===== config.mk =====
export PLATFORM = sky130hd
export DESIGN_NAME = ggch_command_handler
export DESIGN_NICKNAME = d
export VERILOG_FILES = /design/src/design/ggch_pkg.sv /design/src/design/ggch_sync.sv /design/src/design/ggch_command_handler.sv
export SDC_FILE = /design/constraint.sdc
export NUM_CORES = 1
export LEC_CHECK = 0
export ABC_AREA = 1
export BUFFER_PORTS_ARGS = -buffer_cell sky130_fd_sc_hd__buf_2
export CORE_MARGIN = 2
export CORE_UTILIZATION = 54
export DETAILED_ROUTE_END_ITERATION = 16
export PLACE_DENSITY_LB_ADDON = 0.08
export SYNTH_ARGS = -nofsm -noshare
export SYNTH_HDL_FRONTEND = slang
export SYNTH_SLANG_ARGS = --single-unit

===== constraint.sdc =====
create_clock -name clock -period 3.5 [get_ports clock]
set_input_delay 0.175 -clock clock [delete_from_list [all_inputs] [get_ports clock]]
set_output_delay 0.175 -clock clock [all_outputs]
set_load 0.01 [all_outputs]

===== src/design/ggch_pkg.sv =====
package ggch_pkg;
  localparam int BYTE_W = 8;
  localparam int ADDR_W = 5;

  // Interface message bytes, compared with the parity bit stripped.
  localparam logic [7:0] CMD_MASK = 8'h7f;
  localparam logic [7:0] CMD_GTL = 8'h01;
  localparam logic [7:0] CMD_SDC = 8'h04;
  localparam logic [7:0] CMD_GET = 8'h08;
  localparam logic [7:0] CMD_LLO = 8'h11;
  localparam logic [7:0] CMD_DCL = 8'h14;
  localparam logic [7:0] CMD_SPE = 8'h18;
  localparam logic [7:0] CMD_SPD = 8'h19;
  localparam logic [7:0] CMD_UNL = 8'h3f;
  localparam logic [1:0] GRP_LISTEN = 2'h1;
  localparam logic [1:0] GRP_TALK = 2'h2;
  localparam int GRP_LSB = 5;
  localparam int RQS_BIT = 6;

  localparam int CLOCK_PERIOD_NS = 50;
  localparam int IFC_MIN_NS = 100000;
  localparam int IFC_CYCLES = (IFC_MIN_NS + CLOCK_PERIOD_NS - 1) / CLOCK_PERIOD_NS;
  localparam int IFC_CNT_W = $clog2(IFC_CYCLES + 1);

  // Pin inputs passing the synchroniser: dio, atn, ifc, ren, dav, local key.
  localparam int SYNC_W = BYTE_W + 5;

  typedef enum logic {GGCH_POLL_OFF, GGCH_POLL_ON} ggch_poll_t;

  typedef struct packed {
    logic mux;
    logic [3:0] func;
    logic [3:0] range;
    logic [3:0] fmt;
    logic [3:0] eoi;
    logic [3:0] srq;
    logic dfilt;
    logic [3:0] filt;
    logic [3:0] zero;
    logic [3:0] interval;
    logic [3:0] size;
    logic [3:0] rate;
    logic [3:0] trig;
    logic [3:0] delay;
    logic [3:0] term;
  } ggch_cfg_t;

  localparam int CFG_W = $bits(ggch_cfg_t);

  localparam logic TRIG_GET_ONESHOT_UNUSED = 1'b0;
  localparam logic [3:0] TRIG_GET_ONESHOT = 4'h2;
  localparam logic [3:0] TRIG_GET_CONT = 4'h3;

  localparam ggch_cfg_t FACTORY_CFG = '{
    mux: 1'b1,
    func: 4'h0,
    range: 4'h4,
    fmt: 4'h0,
    eoi: 4'h0,
    srq: 4'h0,
    dfilt: 1'b1,
    filt: 4'h0,
    zero: 4'h0,
    interval: 4'h0,
    size: 4'h1,
    rate: 4'h3,
    trig: 4'h6,
    delay: 4'h0,
    term: 4'h0
  };
endpackage : ggch_pkg


===== src/design/ggch_sync.sv =====
`timescale 1ns/10ps
module ggch_sync #(
  parameter int WIDTH = 1
) (
  // Clock and reset
  input wire logic clock,
  input wire logic reset,
  // Asynchronous inputs and their settled copies
  input wire logic [WIDTH-1:0] async_in,
  output logic [WIDTH-1:0] stable_out
);
  typedef struct packed {
    logic [WIDTH-1:0] s1;
    logic [WIDTH-1:0] s2;
    logic [WIDTH-1:0] s3;
    logic [WIDTH-1:0] q;
  } ggch_sync_t;

  ggch_sync_t st;
  ggch_sync_t next_st;

  // A bit only moves once the second and third stages agree.
  always_comb begin
    next_st = st;
    next_st.s1 = async_in;
    next_st.s2 = st.s1;
    next_st.s3 = st.s2;
    next_st.q = (st.s2 & st.s3) | (st.q & (st.s2 ^ st.s3));
  end

  always_ff @(posedge clock) begin
    if (reset) begin
      st <= '0;
    end else begin
      st <= next_st;
    end
  end

  assign stable_out = st.q;
endmodule : ggch_sync


===== src/design/ggch_command_handler.sv =====
// What this block does
// - Interface clear drops talker and listener states and their indicators.
// - Local lockout also disables the return-to-local key.
// - Lockout holds until remote enable goes false.
// - Addressed go-to-local leaves remote and re-enables the front panel.
// - Go-to-local never cancels an active local lockout.
// - Device clear acts unaddressed, loading factory or user-saved defaults.
// - Factory defaults: mux on, DC volts, 300V, prefix, filters, CR LF.
// - Factory defaults: continuous external trigger, 6.5 digit rate, one-shot store.
// - Factory defaults enable EOI and bus hold-off on execute.
// - Both clears restore the default line frequency.
// - Neither clear changes the bus address.
// - Selective clear only when addressed to listen, same effect as clear.
// - Trigger command starts a measurement only in an accepting trigger mode.
// - In serial poll, the addressed talker drives its status byte with ATN off.
// - Poll disable ends serial poll mode and stops the status byte.
// - Poll mode persists, so each talk addressing returns the status byte.
// - The status byte shows whether the device is requesting service.
// - Remote is entered only by listen addressing while remote enable is true.
// - Remote locks all keys but local and lights the remote indicator.
`timescale 1ns/10ps
module ggch_command_handler (
  // Clock and reset
  input wire logic clock,
  input wire logic reset,
  // Bus management and handshake lines
  input wire logic atn,
  input wire logic ifc,
  input wire logic ren,
  input wire logic dav,
  // Data lines
  input wire logic [ggch_pkg::BYTE_W-1:0] dio,
  output logic [ggch_pkg::BYTE_W-1:0] dio_out,
  output logic dio_oe,
  // Service request line
  input wire logic srq,
  output logic srq_out,
  output logic srq_oe,
  // Front panel
  input wire logic local_key,
  output logic talk_active_indicator,
  output logic listen_active_indicator,
  output logic remote_mode_indicator,
  output logic front_panel_enable,
  output logic local_key_enable,
  output logic local_lockout,
  // Address and status
  input wire logic [ggch_pkg::ADDR_W-1:0] bus_address,
  input wire logic [ggch_pkg::BYTE_W-1:0] status_byte,
  input wire logic service_request,
  // Configuration
  input wire logic use_saved_defaults,
  input wire logic [ggch_pkg::CFG_W-1:0] saved_cfg,
  input wire logic [ggch_pkg::CFG_W-1:0] parsed_cfg,
  input wire logic parsed_cfg_load,
  input wire logic line_freq_default,
  input wire logic line_freq_in,
  output logic [ggch_pkg::CFG_W-1:0] config_out,
  output logic line_freq,
  // Events to the measurement side
  output logic defaults_loaded,
  output logic factory_loaded,
  output logic measure_start,
  output logic data_strobe,
  output logic [ggch_pkg::BYTE_W-1:0] data_byte
);
  typedef struct packed {
    logic dav_q;
    logic local_q;
    logic [ggch_pkg::IFC_CNT_W-1:0] ifc_cnt;
    logic talk;
    logic listen;
    logic remote;
    logic lockout;
    logic panel_en;
    logic local_en;
    ggch_pkg::ggch_poll_t poll;
    logic [ggch_pkg::CFG_W-1:0] cfg;
    logic line_freq;
    logic clear_pulse;
    logic factory_pulse;
    logic measure;
    logic data_pulse;
    logic [ggch_pkg::BYTE_W-1:0] data;
    logic [ggch_pkg::BYTE_W-1:0] dio_out;
    logic dio_oe;
    logic srq_on;
  } ggch_state_t;

  localparam logic [ggch_pkg::IFC_CNT_W-1:0] IFC_LAST =
    ggch_pkg::IFC_CNT_W'(ggch_pkg::IFC_CYCLES - 1);

  localparam ggch_state_t ST_RESET = '{
    poll: ggch_pkg::GGCH_POLL_OFF,
    cfg: ggch_pkg::FACTORY_CFG,
    panel_en: 1'b1,
    local_en: 1'b1,
    default: '0
  };

  ggch_state_t st;
  ggch_state_t next_st;
  logic [ggch_pkg::SYNC_W-1:0] sync_q;
  logic [ggch_pkg::BYTE_W-1:0] s_dio;
  logic s_atn;
  logic s_ifc;
  logic s_ren;
  logic s_dav;
  logic s_local;
  logic [ggch_pkg::BYTE_W-1:0] cmd_b;
  logic take;
  logic cmd;
  logic ifc_accept;
  logic is_mla;
  logic is_mta;
  logic is_talk_grp;
  logic do_gtl;
  logic do_llo;
  logic do_clear;
  logic do_get;
  logic mla_cmd;
  logic local_press;
  ggch_pkg::ggch_cfg_t cur_cfg;

  ggch_sync #(
    .WIDTH(ggch_pkg::SYNC_W)
  ) u_sync (
    .clock(clock),
    .reset(reset),
    .async_in({local_key, dav, ren, ifc, atn, dio}),
    .stable_out(sync_q)
  );

  assign {s_local, s_dav, s_ren, s_ifc, s_atn, s_dio} = sync_q;
  assign cmd_b = s_dio & ggch_pkg::CMD_MASK;
  assign cur_cfg = ggch_pkg::ggch_cfg_t'(st.cfg);
  assign take = s_dav && !st.dav_q;
  assign cmd = take && s_atn;
  assign ifc_accept = s_ifc && (st.ifc_cnt == IFC_LAST);
  assign is_mla = cmd_b == {1'b0, ggch_pkg::GRP_LISTEN, bus_address};
  assign is_mta = cmd_b == {1'b0, ggch_pkg::GRP_TALK, bus_address};
  assign is_talk_grp = cmd_b[ggch_pkg::GRP_LSB +: 2] == ggch_pkg::GRP_TALK;
  assign mla_cmd = cmd && is_mla;
  assign do_gtl = cmd && st.listen && (cmd_b == ggch_pkg::CMD_GTL);
  assign do_llo = cmd && (cmd_b == ggch_pkg::CMD_LLO);
  // Device clear needs no addressing; selective clear needs listen addressing.
  assign do_clear = cmd && ((cmd_b == ggch_pkg::CMD_DCL) ||
    (st.listen && (cmd_b == ggch_pkg::CMD_SDC)));
  assign do_get = cmd && st.listen && (cmd_b == ggch_pkg::CMD_GET) &&
    ((cur_cfg.trig == ggch_pkg::TRIG_GET_ONESHOT) ||
     (cur_cfg.trig == ggch_pkg::TRIG_GET_CONT));
  assign local_press = s_local && !st.local_q;

  always_comb begin
    next_st = st;
    next_st.dav_q = s_dav;
    next_st.local_q = s_local;
    next_st.clear_pulse = 1'b0;
    next_st.factory_pulse = 1'b0;
    next_st.measure = 1'b0;
    next_st.data_pulse = 1'b0;

    if (!s_ifc) begin
      next_st.ifc_cnt = '0;
    end else if (st.ifc_cnt != IFC_LAST) begin
      next_st.ifc_cnt = st.ifc_cnt + 1'b1;
    end

    if (ifc_accept) begin
      next_st.talk = 1'b0;
      next_st.listen = 1'b0;
    end else if (cmd) begin
      if (is_mla) begin
        next_st.listen = 1'b1;
        next_st.talk = 1'b0;
      end else if (is_mta) begin
        next_st.talk = 1'b1;
        next_st.listen = 1'b0;
      end else if (is_talk_grp) begin
        next_st.talk = 1'b0;
      end else if (cmd_b == ggch_pkg::CMD_UNL) begin
        next_st.listen = 1'b0;
      end
    end

    if (!s_ren) begin
      next_st.remote = 1'b0;
      next_st.lockout = 1'b0;
    end else begin
      if (mla_cmd) begin
        next_st.remote = 1'b1;
      end else if (do_gtl) begin
        next_st.remote = 1'b0;
      end else if (local_press && !st.lockout) begin
        next_st.remote = 1'b0;
      end
      if (do_llo) begin
        next_st.lockout = 1'b1;
      end
    end
    next_st.panel_en = !next_st.remote;
    next_st.local_en = !next_st.lockout;

    // The bus address is a port, so no clear can ever alter it.
    if (do_clear) begin
      next_st.clear_pulse = 1'b1;
      next_st.factory_pulse = !use_saved_defaults;
      next_st.cfg = use_saved_defaults ? saved_cfg : ggch_pkg::FACTORY_CFG;
      next_st.line_freq = line_freq_default;
    end else if (parsed_cfg_load) begin
      next_st.cfg = parsed_cfg;
      next_st.line_freq = line_freq_in;
    end

    next_st.measure = do_get;

    if (cmd && (cmd_b == ggch_pkg::CMD_SPE)) begin
      next_st.poll = ggch_pkg::GGCH_POLL_ON;
    end else if (cmd && (cmd_b == ggch_pkg::CMD_SPD)) begin
      next_st.poll = ggch_pkg::GGCH_POLL_OFF;
    end

    if (take && !s_atn && st.listen) begin
      next_st.data_pulse = 1'b1;
      next_st.data = s_dio;
    end

    // Poll mode survives re-addressing, so every talk addressing answers.
    next_st.dio_oe = next_st.talk && !s_atn &&
      (next_st.poll == ggch_pkg::GGCH_POLL_ON);
    next_st.dio_out = '0;
    if (next_st.dio_oe) begin
      next_st.dio_out = status_byte;
      next_st.dio_out[ggch_pkg::RQS_BIT] = service_request;
    end
    next_st.srq_on = service_request;
  end

  always_ff @(posedge clock) begin
    if (reset) begin
      st <= ST_RESET;
    end else begin
      st <= next_st;
    end
  end

  assign dio_out = st.dio_out;
  assign dio_oe = st.dio_oe;
  assign srq_out = st.srq_on;
  assign srq_oe = st.srq_on;
  assign talk_active_indicator = st.talk;
  assign listen_active_indicator = st.listen;
  assign remote_mode_indicator = st.remote;
  assign front_panel_enable = st.panel_en;
  assign local_key_enable = st.local_en;
  assign local_lockout = st.lockout;
  assign config_out = st.cfg;
  assign line_freq = st.line_freq;
  assign defaults_loaded = st.clear_pulse;
  assign factory_loaded = st.factory_pulse;
  assign measure_start = st.measure;
  assign data_strobe = st.data_pulse;
  assign data_byte = st.data;

  // Helper count of consecutive asserted IFC cycles, read only by assertions.
  logic [ggch_pkg::IFC_CNT_W-1:0] ifc_run;
  always_ff @(posedge clock) begin
    if (reset || !s_ifc) begin
      ifc_run <= '0;
    end else if (ifc_run != IFC_LAST) begin
      ifc_run <= ifc_run + 1'b1;
    end
  end
endmodule : ggch_command_handler


==> flow_metrics.tcl, run 1 <==
set metrics [dict create \
    synth_area_um2 6590 \
    critPathKind "register to register" \
    final_nets 1217 \
    syn_nets 1056 \
    power_frac_comb_pct 8.7 \
    yosysTopAreaCell "dfxtp_1" \
    fin_skew_ps 6.40 \
    grt_max_degree 86 \
    dieWidth_um 114 \
    ys_ff_latch 149 \
    num-fill-cells 1091 \
    grt_first_pass_wirelength_um 24700 \
    insertion_delay_ps 420 \
    crit_required_ps 3860 \
    power_switching_w 0.000884 \
    antenna_left 0 \
    wl_met3_um 1110 \
    stdcell_count 1220 \
    port_buffers 223 \
    final_util_pct 67.0 \
    area_growth_pct 21.6 \
    grt_usage_pct 23.6 \
    dp_hpwl_um 10100 \
    worst_r2r_endpoint "config_out[49]" \
    ys.warnings.count 0 \
    firstDrtPassIters 4 \
    crit_arrival_ps 2460 \
    wl_met1_um 6550 \
    tns_ps 0 \
    synth_cells 900 \
    dpl_cell_area_um2 7150 \
    worst_slew_pin_slew_ps 885 \
    dr_wl_met2_um 6940 \
    cts_made_buffers 17 \
    ys_seq_area_share_pct 45.3 \
    diodes 0 \
    drive_above_1_share_pct 25.2 \
    grt-ovfl-total 0 \
    htree_levels 4 \
    p_clk_share_pct 46.6 \
    floorplan.initialDensity_pct 55.1 \
    via_per_inst 4.70 \
    startpoint_type "register" \
    r2r_start "u_sync.stable_out[5]" \
    r2r_slack_ps 1390 \
    clk_pin_slew_worst_paths_ps 60 \
    first_global_vias 5396 \
    drt_iter0_drc 261 \
    period_share_pct 60.2 \
    final_cell_mix "buf_2 (223), nor2_1 (172), nand2_1 (160), dfxtp_1 (149), inv_1 (86)" \
    die_h_um 114 \
    syn_avg_cell_area_um2 7.32 \
    seq_power_share_pct 44.7 \
    cts_tree "yes" \
    wl_um 14900 \
    r2r_cells 9 \
    core_region_area_um2 12000 \
    final_common_cell "buf_2" \
    rsz0062_at_grt "false" \
    clkSinkCount 149 \
    period_minus_slack_ps 2110 \
    crit_start "u_sync.stable_out[5]" \
    pre_cts_slack_ps 1410 \
    antenna_found_initial 1 \
    timing.final.ws_setup_ps 1390 \
    endpoint "config_out[49]" \
    drc 0 \
    netSwitchingFraction_pct 22.1 \
    clock_path_buffers 2 \
    path_max_fanout 85 \
    worstHoldPathType "input port to register" \
    p_leak_nw 4.11 \
    maxSlewHeadroom_pct 41.0 \
    cp-end-kind "register" \
    final_area_um2 8020 \
    status "complete, no violations" \
    fmax_mhz 474 \
    ys_types 26 \
    fp-row-count 40 \
    wl_per_cell_um 12.2 \
    cap_violations 0 \
    via_count 5739 \
    io_pins 226 \
    postCtsResizedCells 0 \
    yosys-top-cells-area "dfxtp_1 (45%), nor2_1 (9.8%), nand2_1 (9.1%)" \
    place_inst 1163 \
    finalSetupViolations 0 \
    hold_viol 0 \
    cts_root_buffer "clkbuf_16" \
    final_max_slew_viol_count 0 \
    synth_top_area_share_pct 45.3 \
    die_area_um2 13100 \
    gp_congestion 0.818 \
    irDropWorstVdd_uv 443 \
    p_int_w 0.00312 \
    power_density_nw_per_um2 499 \
    top_layer_used "met5" \
]
-- per-stage QoR --
stage / power, W / hold WS [ps]
detailed placement: 0.00215 / 384
finish: 0.00400 / 13.6
CTS: 0.00403 / 4.23
global placement: 0.00215 / 375
floorplan: 0.00206 / 282
global route: 0.00417 / 7.23
-- cell usage after synthesis --
| cell | count |
|---|---|
| a21oi_1 | 31 |
| a31oi_1 | 1 |
| buf_1 | 4 |
| buf_2 | 6 |
| buf_4 | 71 |
| buf_6 | 13 |
| clkbuf_1 | 19 |
| dfxtp_1 | 149 |
| ha_1 | 14 |
| inv_1 | 87 |
| inv_2 | 6 |
| nand2_1 | 160 |
| nand2_2 | 2 |
| nand3_1 | 22 |
| nand4_1 | 3 |
| nand4_2 | 1 |
| nor2_1 | 172 |
| nor3_1 | 11 |
| nor3_4 | 1 |
| o21ai_0 | 77 |
| o21ai_1 | 44 |
| o21ai_2 | 1 |
| o31a_1 | 1 |
| or2_2 | 1 |
| xnor2_1 | 1 |
| xor2_1 | 2 |
-- timing repair --
| item | 4_1_cts | 5_1_grt |
|---|---|---|
| hold buffers | 26 | 0 |
| endpoints found under the hold margin | 27 | 0 |
| setup buffers | 0 | 0 |
-- cells by family after synthesis --
family	count (synthesis)	synth area share, %
adder cells (fa/ha/maj)	14	2.66
flip-flops	149	45.3
AND/OR/NAND/NOR	373	22.4
AO/OA/AOI/OAI	155	11.9
buffers and inverters	206	17.4
XOR/XNOR	3	0.399
-- worst max-delay path: stages (launching register included) --
cell and delay, ps:
dfxtp_1 420, inv_2 70, nand3_1 120, o21ai_2 100, nand2_4 200, buf_4 640
o21ai_0 210, o21ai_1 130, inv_1 50, nor2_1 70
-- state kept, by name, indices dropped and copies added (netlist names), 8 cells and up --
register and count:
u_sync.next_st 26, dio_out 8, data_byte 8, u_sync.st 13
u_sync.stable_out 13, st 14, config_out 54
-- power groups by stage --
| stage | Combinational (W) | Sequential [W] | Clock (W) |
|---|---|---|---|
| 4_1_cts | 0.000351 | 0.00179 | 0.00189 |
| 6_report | 0.000349 | 0.00179 | 0.00186 |
| 5_1_grt | 0.000400 | 0.00179 | 0.00197 |
| 3_3_place_gp | 0.000324 | 0.00182 | 0 |
| 2_1_floorplan | 0.000241 | 0.00182 | 0 |
| 3_5_place_dp | 0.000327 | 0.00182 | 0 |
-- area by class of cell --
cell class	instances	area (µm²)	share of cell area (%)
sequential	149	2980	37.2
multi-input combinational	545	2470	30.8
timing repair buffer	255	1420	17.7
clock buffer	23	488	6.09
inverter	93	349	4.35
tap	147	184	2.29
clock inverter	8	123	1.53
-- layer usage --
| layer | up-vias | global-route usage [%] |
|---|---|---|
| met4 | 2 | 8.70 |
| met5 | - | 0 |
| met1 | 2498 | 27.5 |
| met2 | 156 | 39.2 |
| met3 | 24 | 9.26 |
| li1 | 3059 | - |
-- worst min-delay path by stage --
stage                  start                  to  cells past startpoint
3_3_place_gp          dio[7]  u_sync.next_st[33]                      3
6_report       saved_cfg[53]      config_out[53]                      3
4_1_cts         saved_cfg[9]       config_out[9]                      3
5_1_grt         saved_cfg[9]       config_out[9]                      3
3_5_place_dp             dav  u_sync.next_st[37]                      3
2_1_floorplan         dio[0]  u_sync.next_st[26]                      2
Note: power is estimated with default switching activity, not from simulation.
==> run 2, diff against run 1 <==
--- a/config.mk
+++ b/config.mk
@@ -5,10 +5,10 @@
 export SDC_FILE = /design/constraint.sdc
 export NUM_CORES = 1
 export LEC_CHECK = 0
-export ABC_AREA = 1
+export ABC_AREA = 0
 export BUFFER_PORTS_ARGS = -buffer_cell sky130_fd_sc_hd__buf_2
 export CORE_MARGIN = 2
-export CORE_UTILIZATION = 54
+export CORE_UTILIZATION = 50
 export DETAILED_ROUTE_END_ITERATION = 16
 export PLACE_DENSITY_LB_ADDON = 0.08
 export SYNTH_ARGS = -nofsm -noshare
==> constraint.sdc (replaced) <==
create_clock -name clock -period 2.1 [get_ports clock]
set_input_delay 0.105 -clock clock [delete_from_list [all_inputs] [get_ports clock]]
set_output_delay 0.105 -clock clock [all_outputs]
set_load 0.01 [all_outputs]
==> flow_metrics.tcl, run 2 <==
set metrics [dict create \
    status "complete, no violations" \
    grt-busiest-layer "met2" \
    ys_ff_latch 149 \
    diodes 0 \
    cp-end-kind "register" \
    finalSetupViolations 0 \
    floorplan.initialDensity_pct 50.5 \
    cp_slowest_cell "or4_4" \
    ys_seq_area_share_pct 45.1 \
    insertion_delay_ps 420 \
    gp_congestion 0.831 \
    critPathKind "register to register" \
    maxSlewHeadroom_pct 64.2 \
    startpoint_type "register" \
    yosysTopAreaCell "dfxtp_1" \
    die_h_um 119 \
    netSwitchingFraction_pct 21.5 \
    fmax_mhz 490 \
    grt_first_pass_wirelength_um 27000 \
    hold-worst-slack_ps 18.3 \
    via_count 5820 \
    worst_slew_pin_slew_ps 537 \
    dp_hpwl_um 10800 \
    io_pins 226 \
    synth_area_um2 6610 \
    dieWidth_um 119 \
    seq_power_share_pct 43.6 \
    ys.warnings.count 0 \
    period_minus_slack_ps 2040 \
    yosys-top-cells-area "dfxtp_1 (45%), buf_4 (8.1%), mux2_2 (7.8%)" \
    cap_violations 0 \
    met2_usage_pct 40.2 \
    clkSinkCount 149 \
    firstDrtPassIters 7 \
    hold_viol 0 \
    fin_skew_ps 7.86 \
    r2r_start "u_sync.stable_out[1]" \
    port_buffers 223 \
    via_per_inst 5.25 \
    crit_required_ps 2460 \
    cts_made_buffers 17 \
    core_region_area_um2 13100 \
    synth_most_common_cell "dfxtp_1" \
    syn_avg_cell_area_um2 9.35 \
    drive_above_1_share_pct 35.2 \
    cts_root_buffer "clkbuf_16" \
    wl_um 16700 \
    final_common_cell "buf_2" \
    grt_usage_pct 23.7 \
    antenna_left 0 \
    final_util_pct 67.3 \
    critPathBufInv 1 \
    place_inst 1001 \
    rsz0062_at_grt "true" \
    worstHoldPathType "input port to register" \
    pre_cts_slack_ps 32.7 \
    power_frac_comb_pct 9.5 \
    largest_reg_flops 54 \
    ys_types 43 \
    irDropWorstVdd_uv 511 \
    period_share_pct 97.1 \
    synth_common_cells "dfxtp_1 (149), a21oi_1 (71), buf_4 (71)" \
    drc 0 \
    clock_path_buffers 2 \
    power_switching_w 0.00146 \
    timing.final.ws_setup_ps 60.8 \
    crit_cells 5 \
    first_global_vias 5624 \
    final_nets 1075 \
    min_from "parsed_cfg[16]" \
    whs_path_depth 4 \
    clk_pin_slew_worst_paths_ps 60 \
    synth_top_flop_cell "dfxtp_1" \
    final_max_slew_viol_count 0 \
    antenna_found_initial 0 \
    p_int_w 0.00535 \
    power_density_nw_per_um2 774 \
    synth_edf_count 0 \
    wl_per_cell_um 15.1 \
    die_area_um2 14200 \
    crit_chain "or4_4 > or4_4 > a2111oi_4 > buf_4 > and2_4" \
    async_reset_ff_share_pct 0 \
    crit_arrival_ps 2400 \
    crit_family "simple AND/OR/NAND/NOR gates" \
    r2r_cells 5 \
    crit_start "u_sync.stable_out[1]" \
    grt-ovfl-total 0 \
    fp-row-count 42 \
    final_cell_mix "buf_2 (222), dfxtp_1 (148), dlygate4sd3_1 (74), a21oi_1 (71), o21ai_0 (57)" \
    syn_nets 863 \
    grt_max_degree 57 \
    synth_top_area_share_pct 45.1 \
    p_clk_share_pct 47.0 \
    grt_use_met1_pct 27.3 \
    drt_iter0_drc 451 \
    p_leak_nw 3.82 \
    gr-usage-met3_pct 7.42 \
    htree_levels 4 \
    area_growth_pct 33.2 \
    stdcell_count 1108 \
    synth_cells 707 \
    critPathMostFrequentCell "or4_4" \
    cts_tree "yes" \
    critPathMaxStageDelay_ps 540 \
    path_max_fanout 9 \
]
[run 2: changes by cell type after synthesis, moves of 26 or more]
cell,previous run,this run
nor2b_1,0,44
o21ai_1,44,0
nor2_1,172,28
inv_1,87,4
nand2_1,160,22
clkbuf_1,19,45
a21oi_1,31,71
mux2_2,0,46
nand4_1,3,50
[run 2: area by class of cell]
| class | instances | area, µm² |
|---|---|---|
| Clock buffer | 20 | 457 |
| Clock inverter | 12 | 178 |
| Fill cell | 1056 | 4280 |
| Inverter | 4 | 15.0 |
| Multi-Input combinational cell | 429 | 2890 |
| Sequential cell | 149 | 2980 |
| Tap cell | 176 | 220 |
| Timing Repair Buffer | 318 | 2070 |
[run 2: tightest hold or removal path, delay by kind of cell]
kind	cells	cell delay, ps
compound gates	2	170
buf+inv	1	80
mux	1	50
[run 2: routing by layer]
metal	routed length, µm	share of wire [%]	vias to the layer above
met5	0	0	-
met4	457	2.7	0
met3	1180	7.0	38
met2	8270	50	242
met1	6800	41	2695
li1	-	-	2845
[run 2: cells by family (layout without fill, tap and decap cells)]
group | count (synthesis) | in the layout | share of synthesized area (%)
and+or+nand+nor | 196 | 196 | 17.3
muxes | 56 | 56 | 9.35
xor gates and xnor gates | 12 | 12 | 1.59
buffers and inverters | 129 | 354 | 11.5
adders and majority gates | 14 | 14 | 2.65
AOI/OAI and AO/OA | 151 | 151 | 12.6
DFF | 149 | 149 | 45.1
[run 2: power by group through the flow]
stage	Combinational (W)	Clock, W	Sequential [W]
finish	0.000646	0.00320	0.00297
global route	0.000706	0.00340	0.00298
CTS	0.000643	0.00327	0.00297
detailed placement	0.000534	0	0.00303
global placement	0.000524	0	0.00303
floorplan	0.000371	0	0.00302
[run 2: through the flow]
stage / setup TNS [ps] / cell area [µm²] / power (W)
6_report: 0 / 8810 / 0.00681
3_5_place_dp: 0 / 7420 / 0.00356
2_1_floorplan: 0 / 6610 / 0.00339
5_1_grt: -86.3 / 8810 / 0.00708
4_1_cts: 0 / 8800 / 0.00688
3_3_place_gp: 0 / 7420 / 0.00355
[run 2: worst paths after layout]
kind	to	slack, ps
worst max-delay path	dio_out[4]	60
worst max register to register	dio_out[4]	60
worst min register to register	u_sync.next_st[15]	430
worst min-delay path	config_out[16]	20
[run 2: timing repair]
action                                  in CTS  in global routing
hold buffers                                74                  0
gates resized for setup                      0                  2
endpoints found under the setup margin       0                  8
setup buffers                                0                  1
endpoints found under the hold margin       74                  0
